--- config.mk ---
export PLATFORM = sky130hd
export DESIGN_NAME = epc_top
export DESIGN_NICKNAME = d
export VERILOG_FILES = /design/src/epc_pkg.sv /design/src/epc_top.sv
export SDC_FILE = /design/constraint.sdc
export NUM_CORES = 2
export LEC_CHECK = 0
export BUFFER_PORTS_ARGS = -buffer_cell sky130_fd_sc_hd__buf_4
export CAP_MARGIN = 20
export CORE_ASPECT_RATIO = 0.7
export CORE_MARGIN = 2
export CORE_UTILIZATION = 31
export DETAILED_ROUTE_END_ITERATION = 16
export PLACE_DENSITY = 0.56
export SETUP_SLACK_MARGIN = 0.3
export SYNTH_ARGS = -nofsm -noshare
export SYNTH_HDL_FRONTEND = slang
export SYNTH_SLANG_ARGS = --single-unit
--- constraint.sdc ---
create_clock -name CLK -period 40.6 [get_ports CLK]
set_clock_uncertainty 0.2 [all_clocks]
set_input_delay 2.03 -clock CLK [delete_from_list [all_inputs] [get_ports CLK]]
set_output_delay 2.03 -clock CLK [all_outputs]
set_load 0.02 [all_outputs]
--- src/epc_pkg.sv ---
// Constants, register map and types for the encoder and pulse-width counter.
// Assumes a 40 MHz system clock and an 8-bit Avalon-MM byte address.
package epc_pkg;

  // ---------------------------------------------------------------
  // Sizes
  // ---------------------------------------------------------------
  localparam int NUM_BLK = 4;
  localparam int NUM_SSI = 2;
  localparam int CNT_W   = 32;
  localparam int CFG_W   = 10;
  localparam int ADDR_W  = 8;

  // ---------------------------------------------------------------
  // Timing
  // ---------------------------------------------------------------
  localparam int CLK_NS        = 25;
  localparam int SSI_PAUSE_NS  = 20000;
  localparam int SSI_PAUSE_CYC = (SSI_PAUSE_NS + CLK_NS - 1) / CLK_NS;
  localparam int SSI_PAUSE_W   = 10;

  // ---------------------------------------------------------------
  // Counter block window: base = block * 0x20
  // ---------------------------------------------------------------
  localparam logic [4:0] R_CFG    = 5'h00;
  localparam logic [4:0] R_CMD    = 5'h04;
  localparam logic [4:0] R_COUNT  = 5'h08;
  localparam logic [4:0] R_LATCH  = 5'h0c;
  localparam logic [4:0] R_HIGH   = 5'h10;
  localparam logic [4:0] R_LOW    = 5'h14;
  localparam logic [4:0] R_PERIOD = 5'h18;

  // counter_mode_config fields
  localparam int CB_EN          = 0;
  localparam int CB_QUAD        = 1;
  localparam int CB_INV_CLK     = 2;
  localparam int CB_INV_DIR     = 3;
  localparam int CB_CLR_PERMIT  = 4;
  localparam int CB_CAP_PERMIT  = 5;
  localparam int CB_REF_ONLY    = 6;
  localparam int CB_PW_EN       = 7;
  localparam int CB_PW_SRC      = 8;
  localparam int CB_PW_FALL     = 9;
  localparam logic [CFG_W-1:0] CFG_RST = 10'h000;
  localparam int CMD_LATCH      = 0;
  localparam int CMD_CLEAR      = 1;

  // ---------------------------------------------------------------
  // SSI decoder window: base = 0x80 + decoder * 0x10
  // ---------------------------------------------------------------
  localparam logic [7:0] SSI_BASE   = 8'h80;
  localparam logic [3:0] S_CFG      = 4'h0;
  localparam logic [3:0] S_CMD      = 4'h4;
  localparam logic [3:0] S_DATA     = 4'h8;
  localparam logic [3:0] S_STAT     = 4'hc;
  localparam int         SC_CONT    = 0;
  localparam int         SC_LEN_LSB = 8;
  localparam int         SC_DIV_LSB = 16;
  localparam int         SSI_START  = 0;
  localparam logic [5:0] LEN_MAX    = 6'h20;
  localparam logic [5:0] LEN_RST    = 6'h20;
  localparam logic [11:0] DIV_MIN   = 12'h001;
  localparam logic [11:0] DIV_RST   = 12'h00f;

  // ---------------------------------------------------------------
  // Event input
  // ---------------------------------------------------------------
  localparam logic [7:0] EVT_CFG  = 8'ha0;
  localparam logic [7:0] EVT_STAT = 8'ha4;

  typedef enum logic [1:0] {SSI_IDLE, SSI_SHIFT, SSI_PAUSE} epc_ssi_st_t;

endpackage

--- src/epc_top.sv ---
// Four counter blocks, two SSI readers and an event input behind Avalon-MM.
// Assumes the counter, SSI data and event pins are asynchronous to CLK and are synchronised here.
//
// The register addresses and the Avalon-MM interface to the registers were chosen for this implementation.
`timescale 1ns/100ps
`default_nettype none

// Operation
// - Four counter blocks, each with its own configuration.
// - Each block holds a 32-bit up/down counter and a pulse-width counter.
// - Both counters of one block run together without interference.
// - Clock/direction mode counts one step per falling clock edge.
// - Direction high counts up, low counts down.
// - Clock and direction inputs can each be inverted by software.
// - Software can latch the counter value at any time.
// - Configuration selects clearing or capturing by the external input.
// - External clear/capture input does nothing unless permitted.
// - Rising edge of the external input performs the permitted action, except a quadrature clear.
// - Quadrature mode converts phases A and B to step and direction.
// - Quadrature mode counts every edge of either phase that does not coincide with an edge of the other.
// - Quadrature clear when A, B and reference are high, or reference only.
// - Software selects the measured pin and the starting edge.
// - High, low and period times are readable directly.
// - Phase pins measure in quadrature mode, clock/direction otherwise.
// - Two SSI decoders are provided.
// - Each SSI decoder reads once on request or continuously.
// - SSI clock rate is programmable by software.
// - SSI word length is programmable up to 32 bits.
// - An enabled event input raises a host trigger.
module epc_top
  import epc_pkg::*;
(
  input  wire logic                      CLK,
  input  wire logic                      RST,
  input  wire logic [epc_pkg::ADDR_W-1:0] AVS_ADDRESS,
  input  wire logic                      AVS_READ,
  input  wire logic                      AVS_WRITE,
  input  wire logic [31:0]               AVS_WRITEDATA,
  output logic      [31:0]               AVS_READDATA,
  output logic                           AVS_WAITREQUEST,
  input  wire logic [epc_pkg::NUM_BLK-1:0] CNT_A,
  input  wire logic [epc_pkg::NUM_BLK-1:0] CNT_B,
  input  wire logic [epc_pkg::NUM_BLK-1:0] CNT_REF,
  input  wire logic [epc_pkg::NUM_SSI-1:0] SSI_DATA,
  output logic      [epc_pkg::NUM_SSI-1:0] SSI_CLK,
  input  wire logic                      EVENT_IN,
  output logic                           EVENT_TRIG
);
  import epc_pkg::*;

  // ---------------------------------------------------------------
  // Helpers
  // ---------------------------------------------------------------
  function automatic logic rise(input logic cur, input logic prev);
    return cur & ~prev;
  endfunction

  function automatic logic blk_hit(input logic [7:0] a, input int i,
                                   input logic [4:0] o);
    return !a[7] && a[6:5] == 2'(i) && a[4:0] == o;
  endfunction

  function automatic logic ssi_hit(input logic [7:0] a, input int i,
                                   input logic [3:0] o);
    return a[7:5] == SSI_BASE[7:5] && a[4] == 1'(i) && a[3:0] == o;
  endfunction

  // ---------------------------------------------------------------
  // Input synchronisers
  // ---------------------------------------------------------------
  localparam int NIN = 3 * NUM_BLK + NUM_SSI + 1;
  logic [NIN-1:0]     pin_raw;
  logic [NIN-1:0]     pin_s1;
  logic [NIN-1:0]     pin_s2;
  logic [NIN-1:0]     pin_d;
  logic [NUM_BLK-1:0] pa, pa_d, pb, pb_d, pr, pr_d;
  logic [NUM_SSI-1:0] sd;
  logic               ev, ev_d;

  assign pin_raw = {EVENT_IN, SSI_DATA, CNT_REF, CNT_B, CNT_A};

  always_ff @(posedge CLK or posedge RST)
  begin
    if (RST)
    begin
      pin_s1 <= '0;
      pin_s2 <= '0;
      pin_d  <= '0;
    end
    else
    begin
      pin_s1 <= pin_raw;
      pin_s2 <= pin_s1;
      pin_d  <= pin_s2;
    end
  end

  assign pa   = pin_s2[NUM_BLK-1:0];
  assign pa_d = pin_d[NUM_BLK-1:0];
  assign pb   = pin_s2[2*NUM_BLK-1:NUM_BLK];
  assign pb_d = pin_d[2*NUM_BLK-1:NUM_BLK];
  assign pr   = pin_s2[3*NUM_BLK-1:2*NUM_BLK];
  assign pr_d = pin_d[3*NUM_BLK-1:2*NUM_BLK];
  assign sd   = pin_s2[3*NUM_BLK+NUM_SSI-1:3*NUM_BLK];
  assign ev   = pin_s2[NIN-1];
  assign ev_d = pin_d[NIN-1];

  // ---------------------------------------------------------------
  // Avalon-MM slave: one wait state on every access
  // ---------------------------------------------------------------
  logic        ack;
  logic        req;
  logic        wr;
  logic [31:0] rdata;
  logic [1:0]  bi;
  logic        si;

  assign req             = AVS_READ | AVS_WRITE;
  assign AVS_WAITREQUEST = req & ~ack;
  assign wr              = AVS_WRITE & ack;
  assign bi              = AVS_ADDRESS[6:5];
  assign si              = AVS_ADDRESS[4];

  always_ff @(posedge CLK or posedge RST)
  begin
    if (RST)
      ack <= 1'b0;
    else
      ack <= req & ~ack;
  end

  // ---------------------------------------------------------------
  // Counter blocks
  // ---------------------------------------------------------------
  logic [CFG_W-1:0]   cfg    [NUM_BLK];
  logic [CNT_W-1:0]   count  [NUM_BLK];
  logic [CNT_W-1:0]   latch  [NUM_BLK];
  logic [CNT_W-1:0]   hi_t   [NUM_BLK];
  logic [CNT_W-1:0]   lo_t   [NUM_BLK];
  logic [CNT_W-1:0]   period [NUM_BLK];
  logic [CNT_W-1:0]   hi_acc [NUM_BLK];
  logic [CNT_W-1:0]   lo_acc [NUM_BLK];
  logic [NUM_BLK-1:0] step, up, ext_clr, ext_cap, sw_lat, sw_clr;
  logic [NUM_BLK-1:0] pw_start, pw_lvl;

  for (genvar g = 0; g < NUM_BLK; g++)
  begin : g_blk
    logic ck, ck_d, quad, sel, sel_d, cmd_we;

    assign quad   = cfg[g][CB_QUAD];
    assign ck     = pa[g] ^ cfg[g][CB_INV_CLK];
    assign ck_d   = pa_d[g] ^ cfg[g][CB_INV_CLK];
    assign cmd_we = wr && blk_hit(AVS_ADDRESS, g, R_CMD);
    assign sw_lat[g] = cmd_we & AVS_WRITEDATA[CMD_LATCH];
    assign sw_clr[g] = cmd_we & AVS_WRITEDATA[CMD_CLEAR];

    // Quadrature: any single phase change steps; both at once is noise
    assign step[g] = cfg[g][CB_EN] & (quad ?
                     ((pa[g] ^ pa_d[g]) ^ (pb[g] ^ pb_d[g])) :
                     rise(ck_d, ck));
    assign up[g]   = quad ? ~(pa_d[g] ^ pb[g]) :
                     pb[g] ^ cfg[g][CB_INV_DIR];

    // Quadrature clear is level based on the reference mark
    assign ext_clr[g] = cfg[g][CB_EN] & cfg[g][CB_CLR_PERMIT] &
                        (quad ? (pr[g] & (cfg[g][CB_REF_ONLY] |
                                 (pa[g] & pb[g]))) :
                         rise(pr[g], pr_d[g]));
    assign ext_cap[g] = cfg[g][CB_EN] & cfg[g][CB_CAP_PERMIT] &
                        rise(pr[g], pr_d[g]);

    // Pin A doubles as clock, pin B as direction
    assign sel   = cfg[g][CB_PW_SRC] ? pb[g] : pa[g];
    assign sel_d = cfg[g][CB_PW_SRC] ? pb_d[g] : pa_d[g];
    assign pw_lvl[g]   = sel;
    assign pw_start[g] = cfg[g][CB_PW_EN] & (cfg[g][CB_PW_FALL] ?
                         rise(sel_d, sel) : rise(sel, sel_d));

    always_ff @(posedge CLK or posedge RST)
    begin
      if (RST)
        cfg[g] <= CFG_RST;
      else if (wr && blk_hit(AVS_ADDRESS, g, R_CFG))
        cfg[g] <= AVS_WRITEDATA[CFG_W-1:0];
    end

    // Clear beats step; arithmetic wraps at the counter width
    always_ff @(posedge CLK or posedge RST)
    begin
      if (RST)
        count[g] <= '0;
      else if (sw_clr[g] | ext_clr[g])
        count[g] <= '0;
      else if (step[g])
        count[g] <= up[g] ? count[g] + 32'h1 : count[g] - 32'h1;
    end

    // Capture takes the value before a same-cycle clear
    always_ff @(posedge CLK or posedge RST)
    begin
      if (RST)
        latch[g] <= '0;
      else if (sw_lat[g] | ext_cap[g])
        latch[g] <= count[g];
    end

    // Own process, shares only the pins with the up/down counter
    always_ff @(posedge CLK or posedge RST)
    begin
      if (RST)
      begin
        hi_acc[g] <= '0;
        lo_acc[g] <= '0;
        hi_t[g]   <= '0;
        lo_t[g]   <= '0;
        period[g] <= '0;
      end
      else if (!cfg[g][CB_PW_EN])
      begin
        hi_acc[g] <= '0;
        lo_acc[g] <= '0;
      end
      else if (pw_start[g])
      begin
        hi_t[g]   <= hi_acc[g];
        lo_t[g]   <= lo_acc[g];
        period[g] <= hi_acc[g] + lo_acc[g];
        hi_acc[g] <= {31'h0, sel};
        lo_acc[g] <= {31'h0, ~sel};
      end
      else if (sel)
        hi_acc[g] <= hi_acc[g] + 32'h1;
      else
        lo_acc[g] <= lo_acc[g] + 32'h1;
    end
  end

  // ---------------------------------------------------------------
  // SSI decoders
  // ---------------------------------------------------------------
  epc_ssi_st_t             ssi_st   [NUM_SSI];
  logic [11:0]             ssi_div  [NUM_SSI];
  logic [11:0]             ssi_divc [NUM_SSI];
  logic [5:0]              ssi_len  [NUM_SSI];
  logic [5:0]              ssi_bitc [NUM_SSI];
  logic [31:0]             ssi_sh   [NUM_SSI];
  logic [31:0]             ssi_data [NUM_SSI];
  logic [SSI_PAUSE_W-1:0]  ssi_pc   [NUM_SSI];
  logic [NUM_SSI-1:0]      ssi_cont, ssi_new, ssi_tick, ssi_done, ssi_go;

  for (genvar n = 0; n < NUM_SSI; n++)
  begin : g_ssi
    logic [5:0]  wlen;
    logic [11:0] wdiv;

    assign wlen = AVS_WRITEDATA[SC_LEN_LSB +: 6];
    assign wdiv = AVS_WRITEDATA[SC_DIV_LSB +: 12];
    assign ssi_go[n]   = wr && ssi_hit(AVS_ADDRESS, n, S_CMD) &&
                         AVS_WRITEDATA[SSI_START];
    assign ssi_tick[n] = ssi_st[n] == SSI_SHIFT && ssi_divc[n] == '0;
    assign ssi_done[n] = ssi_tick[n] && !SSI_CLK[n] &&
                         ssi_bitc[n] == 6'h1;

    always_ff @(posedge CLK or posedge RST)
    begin
      if (RST)
      begin
        ssi_cont[n] <= 1'b0;
        ssi_len[n]  <= LEN_RST;
        ssi_div[n]  <= DIV_RST;
      end
      else if (wr && ssi_hit(AVS_ADDRESS, n, S_CFG))
      begin
        ssi_cont[n] <= AVS_WRITEDATA[SC_CONT];
        ssi_len[n]  <= (wlen > LEN_MAX) ? LEN_MAX :
                       (wlen == '0) ? 6'h1 : wlen;
        ssi_div[n]  <= (wdiv < DIV_MIN) ? DIV_MIN : wdiv;
      end
    end

    // Clock idles high; half period is ssi_div + 1 system cycles
    always_ff @(posedge CLK or posedge RST)
    begin
      if (RST)
      begin
        ssi_st[n]   <= SSI_IDLE;
        SSI_CLK[n]  <= 1'b1;
        ssi_divc[n] <= '0;
        ssi_bitc[n] <= '0;
        ssi_sh[n]   <= '0;
        ssi_data[n] <= '0;
        ssi_pc[n]   <= '0;
      end
      else
        case (ssi_st[n])
          SSI_IDLE:
            if (ssi_cont[n] || ssi_go[n])
            begin
              ssi_st[n]   <= SSI_SHIFT;
              ssi_divc[n] <= ssi_div[n];
              ssi_bitc[n] <= ssi_len[n];
              ssi_sh[n]   <= '0;
            end
          SSI_SHIFT:
            if (!ssi_tick[n])
              ssi_divc[n] <= ssi_divc[n] - 12'h1;
            else
            begin
              ssi_divc[n] <= ssi_div[n];
              SSI_CLK[n]  <= ~SSI_CLK[n];
              if (!SSI_CLK[n])
              begin
                ssi_sh[n]   <= {ssi_sh[n][30:0], sd[n]};
                ssi_bitc[n] <= ssi_bitc[n] - 6'h1;
                if (ssi_done[n])
                begin
                  ssi_data[n] <= {ssi_sh[n][30:0], sd[n]};
                  ssi_pc[n]   <= SSI_PAUSE_W'(SSI_PAUSE_CYC);
                  ssi_st[n]   <= SSI_PAUSE;
                end
              end
            end
          SSI_PAUSE:
            // Encoder needs a quiet gap before the next word
            if (ssi_pc[n] == '0)
              ssi_st[n] <= SSI_IDLE;
            else
              ssi_pc[n] <= ssi_pc[n] - 1'b1;
          default:
            ssi_st[n] <= SSI_IDLE;
        endcase
    end

    // New word flag: a completion beats the clearing read
    always_ff @(posedge CLK or posedge RST)
    begin
      if (RST)
        ssi_new[n] <= 1'b0;
      else if (ssi_done[n])
        ssi_new[n] <= 1'b1;
      else if (AVS_READ && ack && ssi_hit(AVS_ADDRESS, n, S_DATA))
        ssi_new[n] <= 1'b0;
    end
  end

  // ---------------------------------------------------------------
  // Event input
  // ---------------------------------------------------------------
  logic ev_en;
  logic ev_pend;
  logic ev_hit;

  assign ev_hit = ev_en & rise(ev, ev_d);

  always_ff @(posedge CLK or posedge RST)
  begin
    if (RST)
      ev_en <= 1'b0;
    else if (wr && AVS_ADDRESS == EVT_CFG)
      ev_en <= AVS_WRITEDATA[0];
  end

  always_ff @(posedge CLK or posedge RST)
  begin
    if (RST)
    begin
      ev_pend    <= 1'b0;
      EVENT_TRIG <= 1'b0;
    end
    else
    begin
      EVENT_TRIG <= ev_hit;
      if (ev_hit)
        ev_pend <= 1'b1;
      else if (wr && AVS_ADDRESS == EVT_STAT && AVS_WRITEDATA[0])
        ev_pend <= 1'b0;
    end
  end

  // ---------------------------------------------------------------
  // Read path
  // ---------------------------------------------------------------
  always_comb
  begin
    rdata = '0;
    if (!AVS_ADDRESS[7])
      case (AVS_ADDRESS[4:0])
        R_CFG:    rdata[CFG_W-1:0] = cfg[bi];
        R_COUNT:  rdata = count[bi];
        R_LATCH:  rdata = latch[bi];
        R_HIGH:   rdata = hi_t[bi];
        R_LOW:    rdata = lo_t[bi];
        R_PERIOD: rdata = period[bi];
        default:  rdata = '0;
      endcase
    else if (AVS_ADDRESS[7:5] == SSI_BASE[7:5])
      case (AVS_ADDRESS[3:0])
        S_CFG:
        begin
          rdata[SC_CONT]           = ssi_cont[si];
          rdata[SC_LEN_LSB +: 6]   = ssi_len[si];
          rdata[SC_DIV_LSB +: 12]  = ssi_div[si];
        end
        S_DATA:   rdata = ssi_data[si];
        S_STAT:   rdata[1:0] = {ssi_st[si] != SSI_IDLE, ssi_new[si]};
        default:  rdata = '0;
      endcase
    else if (AVS_ADDRESS == EVT_CFG)
      rdata[0] = ev_en;
    else if (AVS_ADDRESS == EVT_STAT)
      rdata[0] = ev_pend;
  end

  always_ff @(posedge CLK or posedge RST)
  begin
    if (RST)
      AVS_READDATA <= '0;
    else if (req & ~ack)
      AVS_READDATA <= rdata;
  end
endmodule
`default_nettype wire

==> results.json <==
{
  "synth_common_cells": "dfrtp_1 (1231), nand2_1 (1110), nor2_1 (599)",
  "multi_input_area_um2": 34300,
  "start_kind": "primary input",
  "viasPerCell": 5.51,
  "crit_required_ns": 41.15,
  "synth_cell_types": 95,
  "grtUsageTotal_pct": 19.7,
  "root_buffer": "clkbuf_16",
  "cts-buffers-inserted": 130,
  "fin_tns_setup_ns": 0,
  "synth_mux_area_share_pct": 13.2,
  "power.density_nw_per_um2": 38.9,
  "die_h_um": 393,
  "initial_utilization_pct": 31.3,
  "fill_cells": 21600,
  "p_leak_nw": 33.6,
  "h-tree-depth": 4,
  "clk_latency_ns": 0.79,
  "whs_ns": 0.147,
  "synth_top_family_by_area": "simple AND/OR/NAND/NOR gates",
  "min_path_type": "reg2reg",
  "grt_first_pass_wirelength_um": 332000,
  "yosys.area_share.simple_pct": 17.6,
  "maxCapViolations": 0,
  "synth_most_common_cell": "dfrtp_1",
  "cts_tree": "done",
  "pwr-share-comb_pct": 11.3,
  "cp-end-kind": "asynchronous set/reset pin",
  "setup_viol": 0,
  "drt-initial-drc-count": 6376,
  "pwr-share-clk_pct": 42.9,
  "seqCellArea_um2": 31100,
  "drv_slew": 0,
  "routedWlPerCell_um": 22.9,
  "antenna_found_initial": 17,
  "grt_setup_unrepaired": "no",
  "clock_sinks": 1243,
  "drt-total-wl_um": 221000,
  "row_count": 142,
  "swShare_pct": 28.0,
  "synth.area.top_cells": "dfrtp_1 (46%), mux4_2 (6.3%), nand2_1 (6.2%)",
  "die_w_um": 560,
  "crit_path_cell_trace": "buf_4 > inv_8 > buf_4 > buf_16 > buf_4 > buf_4 > buf_4 > buf_12",
  "drt_drc_violations_left": 0,
  "vias": 53300,
  "ir_drop_uv": 37.6,
  "gr-total-overflow": 0,
  "clk_pin_slew_worst_paths_ns": 0.07,
  "fin_crit_ns": 6.00,
  "ys_seq_area_share_pct": 46.3,
  "synth_seq_cells": 1243,
  "yosys.area.top_type": "dfrtp_1",
  "max_freq_ghz": 0.167,
  "crit_top_cell": "buf_4",
  "syn_area_um2": 67200,
  "numPortBuffers": 88,
  "grt_max_degree": 167,
  "coreArea_um2": 215000,
  "hold_viol": 0,
  "yosys_warnings": 0,
  "outcome": "complete, no violations",
  "synthArstFlopShare_pct": 100,
  "ioPinCount": 95,
  "synth_compound_area_share_pct": 11.5,
  "cp_slowest_stage_delay_ns": 0.87,
  "die-area_um2": 221000,
  "synthXorXnorAreaFrac_pct": 5.66,
  "cts_resized": 0,
  "switchingPower_w": 0.000820,
  "arrival_ns": 6.55,
  "synth_edf_count": 0,
  "clk_path_buf_depth": 3,
  "fin_util_pct": 35.1,
  "crit_fanout": 161,
  "post_route_cells_drive_above_1_share_pct": 15.0,
  "gp_congestion": 0.945,
  "syn_area_per_cell_um2": 9.92,
  "postCtsHoldBufs": 0,
  "drt-pass1-iter-count": 6,
  "period_share_pct": 14.8,
  "tightestPinTransition_ns": 1.16,
  "postCtsSetupBuffers": 0,
  "p_seq_share_pct": 45.8,
  "postRouteAntennaNets": 0,
  "synth_flop_cell": "dfrtp_1",
  "path_class": "in2async",
  "detailed_place_hpwl_um": 163000,
  "power_w": 0.00293,
  "syn_inst": 6769,
  "syn_nets": 6978,
  "finalNetCount": 6892,
  "first_global_vias": 49500,
  "synth_top_area_share_pct": 45.9,
  "worst_path_max_delay_cell": "buf_4",
  "relSlewSlack_pct": 22.6,
  "synth-adder-area-share_pct": 2.84,
  "intPower_w": 0.00211,
  "areaGrowthSynthToFinish_pct": 12.0
}
## sequential cells by signal, summed over array words and instances (netlist names), 40 cells and up
signal    count
lo_t        128
hi_acc      128
lo_acc      128
hi_t        128
ssi_data     64
period      128
count       128
latch       128
cfg          40
ssi_sh       62
## power by group through the flow
stage / sequential, W / clock (W) / combinational (W)
floorplan: 0.00132 / 0 / 0.000261
global placement: 0.00136 / 0 / 0.000322
detailed placement: 0.00136 / 0 / 0.000327
CTS: 0.00134 / 0.00128 / 0.000328
global route: 0.00134 / 0.00133 / 0.000369
finish: 0.00134 / 0.00126 / 0.000331
## kinds of logic after synthesis
kind of cell / after synthesis
buffers and inverters: 497
multiplexers: 605
adder cells (fa/ha/maj): 150
AO/OA/AOI/OAI: 1242
AND/OR/NAND/NOR: 2598
XOR/XNOR: 434
flip-flops: 1243
## worst max-delay path: cells and delay by family
kind / cells / cell delay [ns]
buffers and inverters: 8 / 4.09
## routing by layer
layer  global-route usage [%]  vias to the layer above  share of wire [%]
li1                         -                    24000                  -
met1                     32.0                    27100                 50
met2                     25.7                     1977                 39
met3                     4.68                      225                9.7
met4                     3.73                        8                1.6
met5                        0                        -              0.027
## per-stage QoR
stage / setup slack [ns] / cells / cell area [um^2]
after floorplan: 3.36 / 6769 / 67200
after global placement: 32.86 / 9424 / 70700
after detailed placement: 32.76 / 9427 / 70800
after CTS: 33.60 / 9660 / 75100
after global routing: 33.89 / 9665 / 75200
final: 34.60 / 9673 / 75300
## layout make-up
cell class | count | share of cell area [%]
flip-flops and latches | 1243 | 41.3
well taps | 2880 | 4.79
inverters | 102 | 0.519
clock inverters | 46 | 0.711
repair buffers | 177 | 1.97
diodes | 9 | 0.0299
multi-input cells | 5029 | 45.5
clock buffers | 187 | 5.11
## final timing paths
check,endpoint,startpoint,depth (start not counted),slack (ns)
setup / recovery,count[107]$_DFFE_PP0P_,RST,8,34.60
hold / removal,pin_s2[0]$_DFF_PP0_,pin_s1[0]$_DFF_PP0_,0,0.15
setup reg to reg,count[90]$_DFFE_PP0P_,pin_d[1]$_DFF_PP0_,12,35.65
hold reg to reg,pin_s2[0]$_DFF_PP0_,pin_s1[0]$_DFF_PP0_,0,0.15
max in group CLK,AVS_WAITREQUEST,AVS_WRITE,5,35.11
min in group asynchronous,lo_t[30]$_DFFE_PP0P_,RST,2,1.11
## placed cells by master (no fill, tap or decap), drive strengths merged, types with 97 or more instances in the layout
master  synthesis  routed
o21ai         414     414
nor2          600     600
mux2          360     360
and3           97      97
a21oi         319     319
nand4         110     110
or3           121     121
inv           102     108
buf            88     176
clkbuf        307     188
ha            146     146
dfrtp        1231    1231
nor3          134     134
nand3         162     162
mux4          188     188
xnor2         184     184
xor2          250     250
nand2        1110    1110
(Power assumes the default switching activity.)
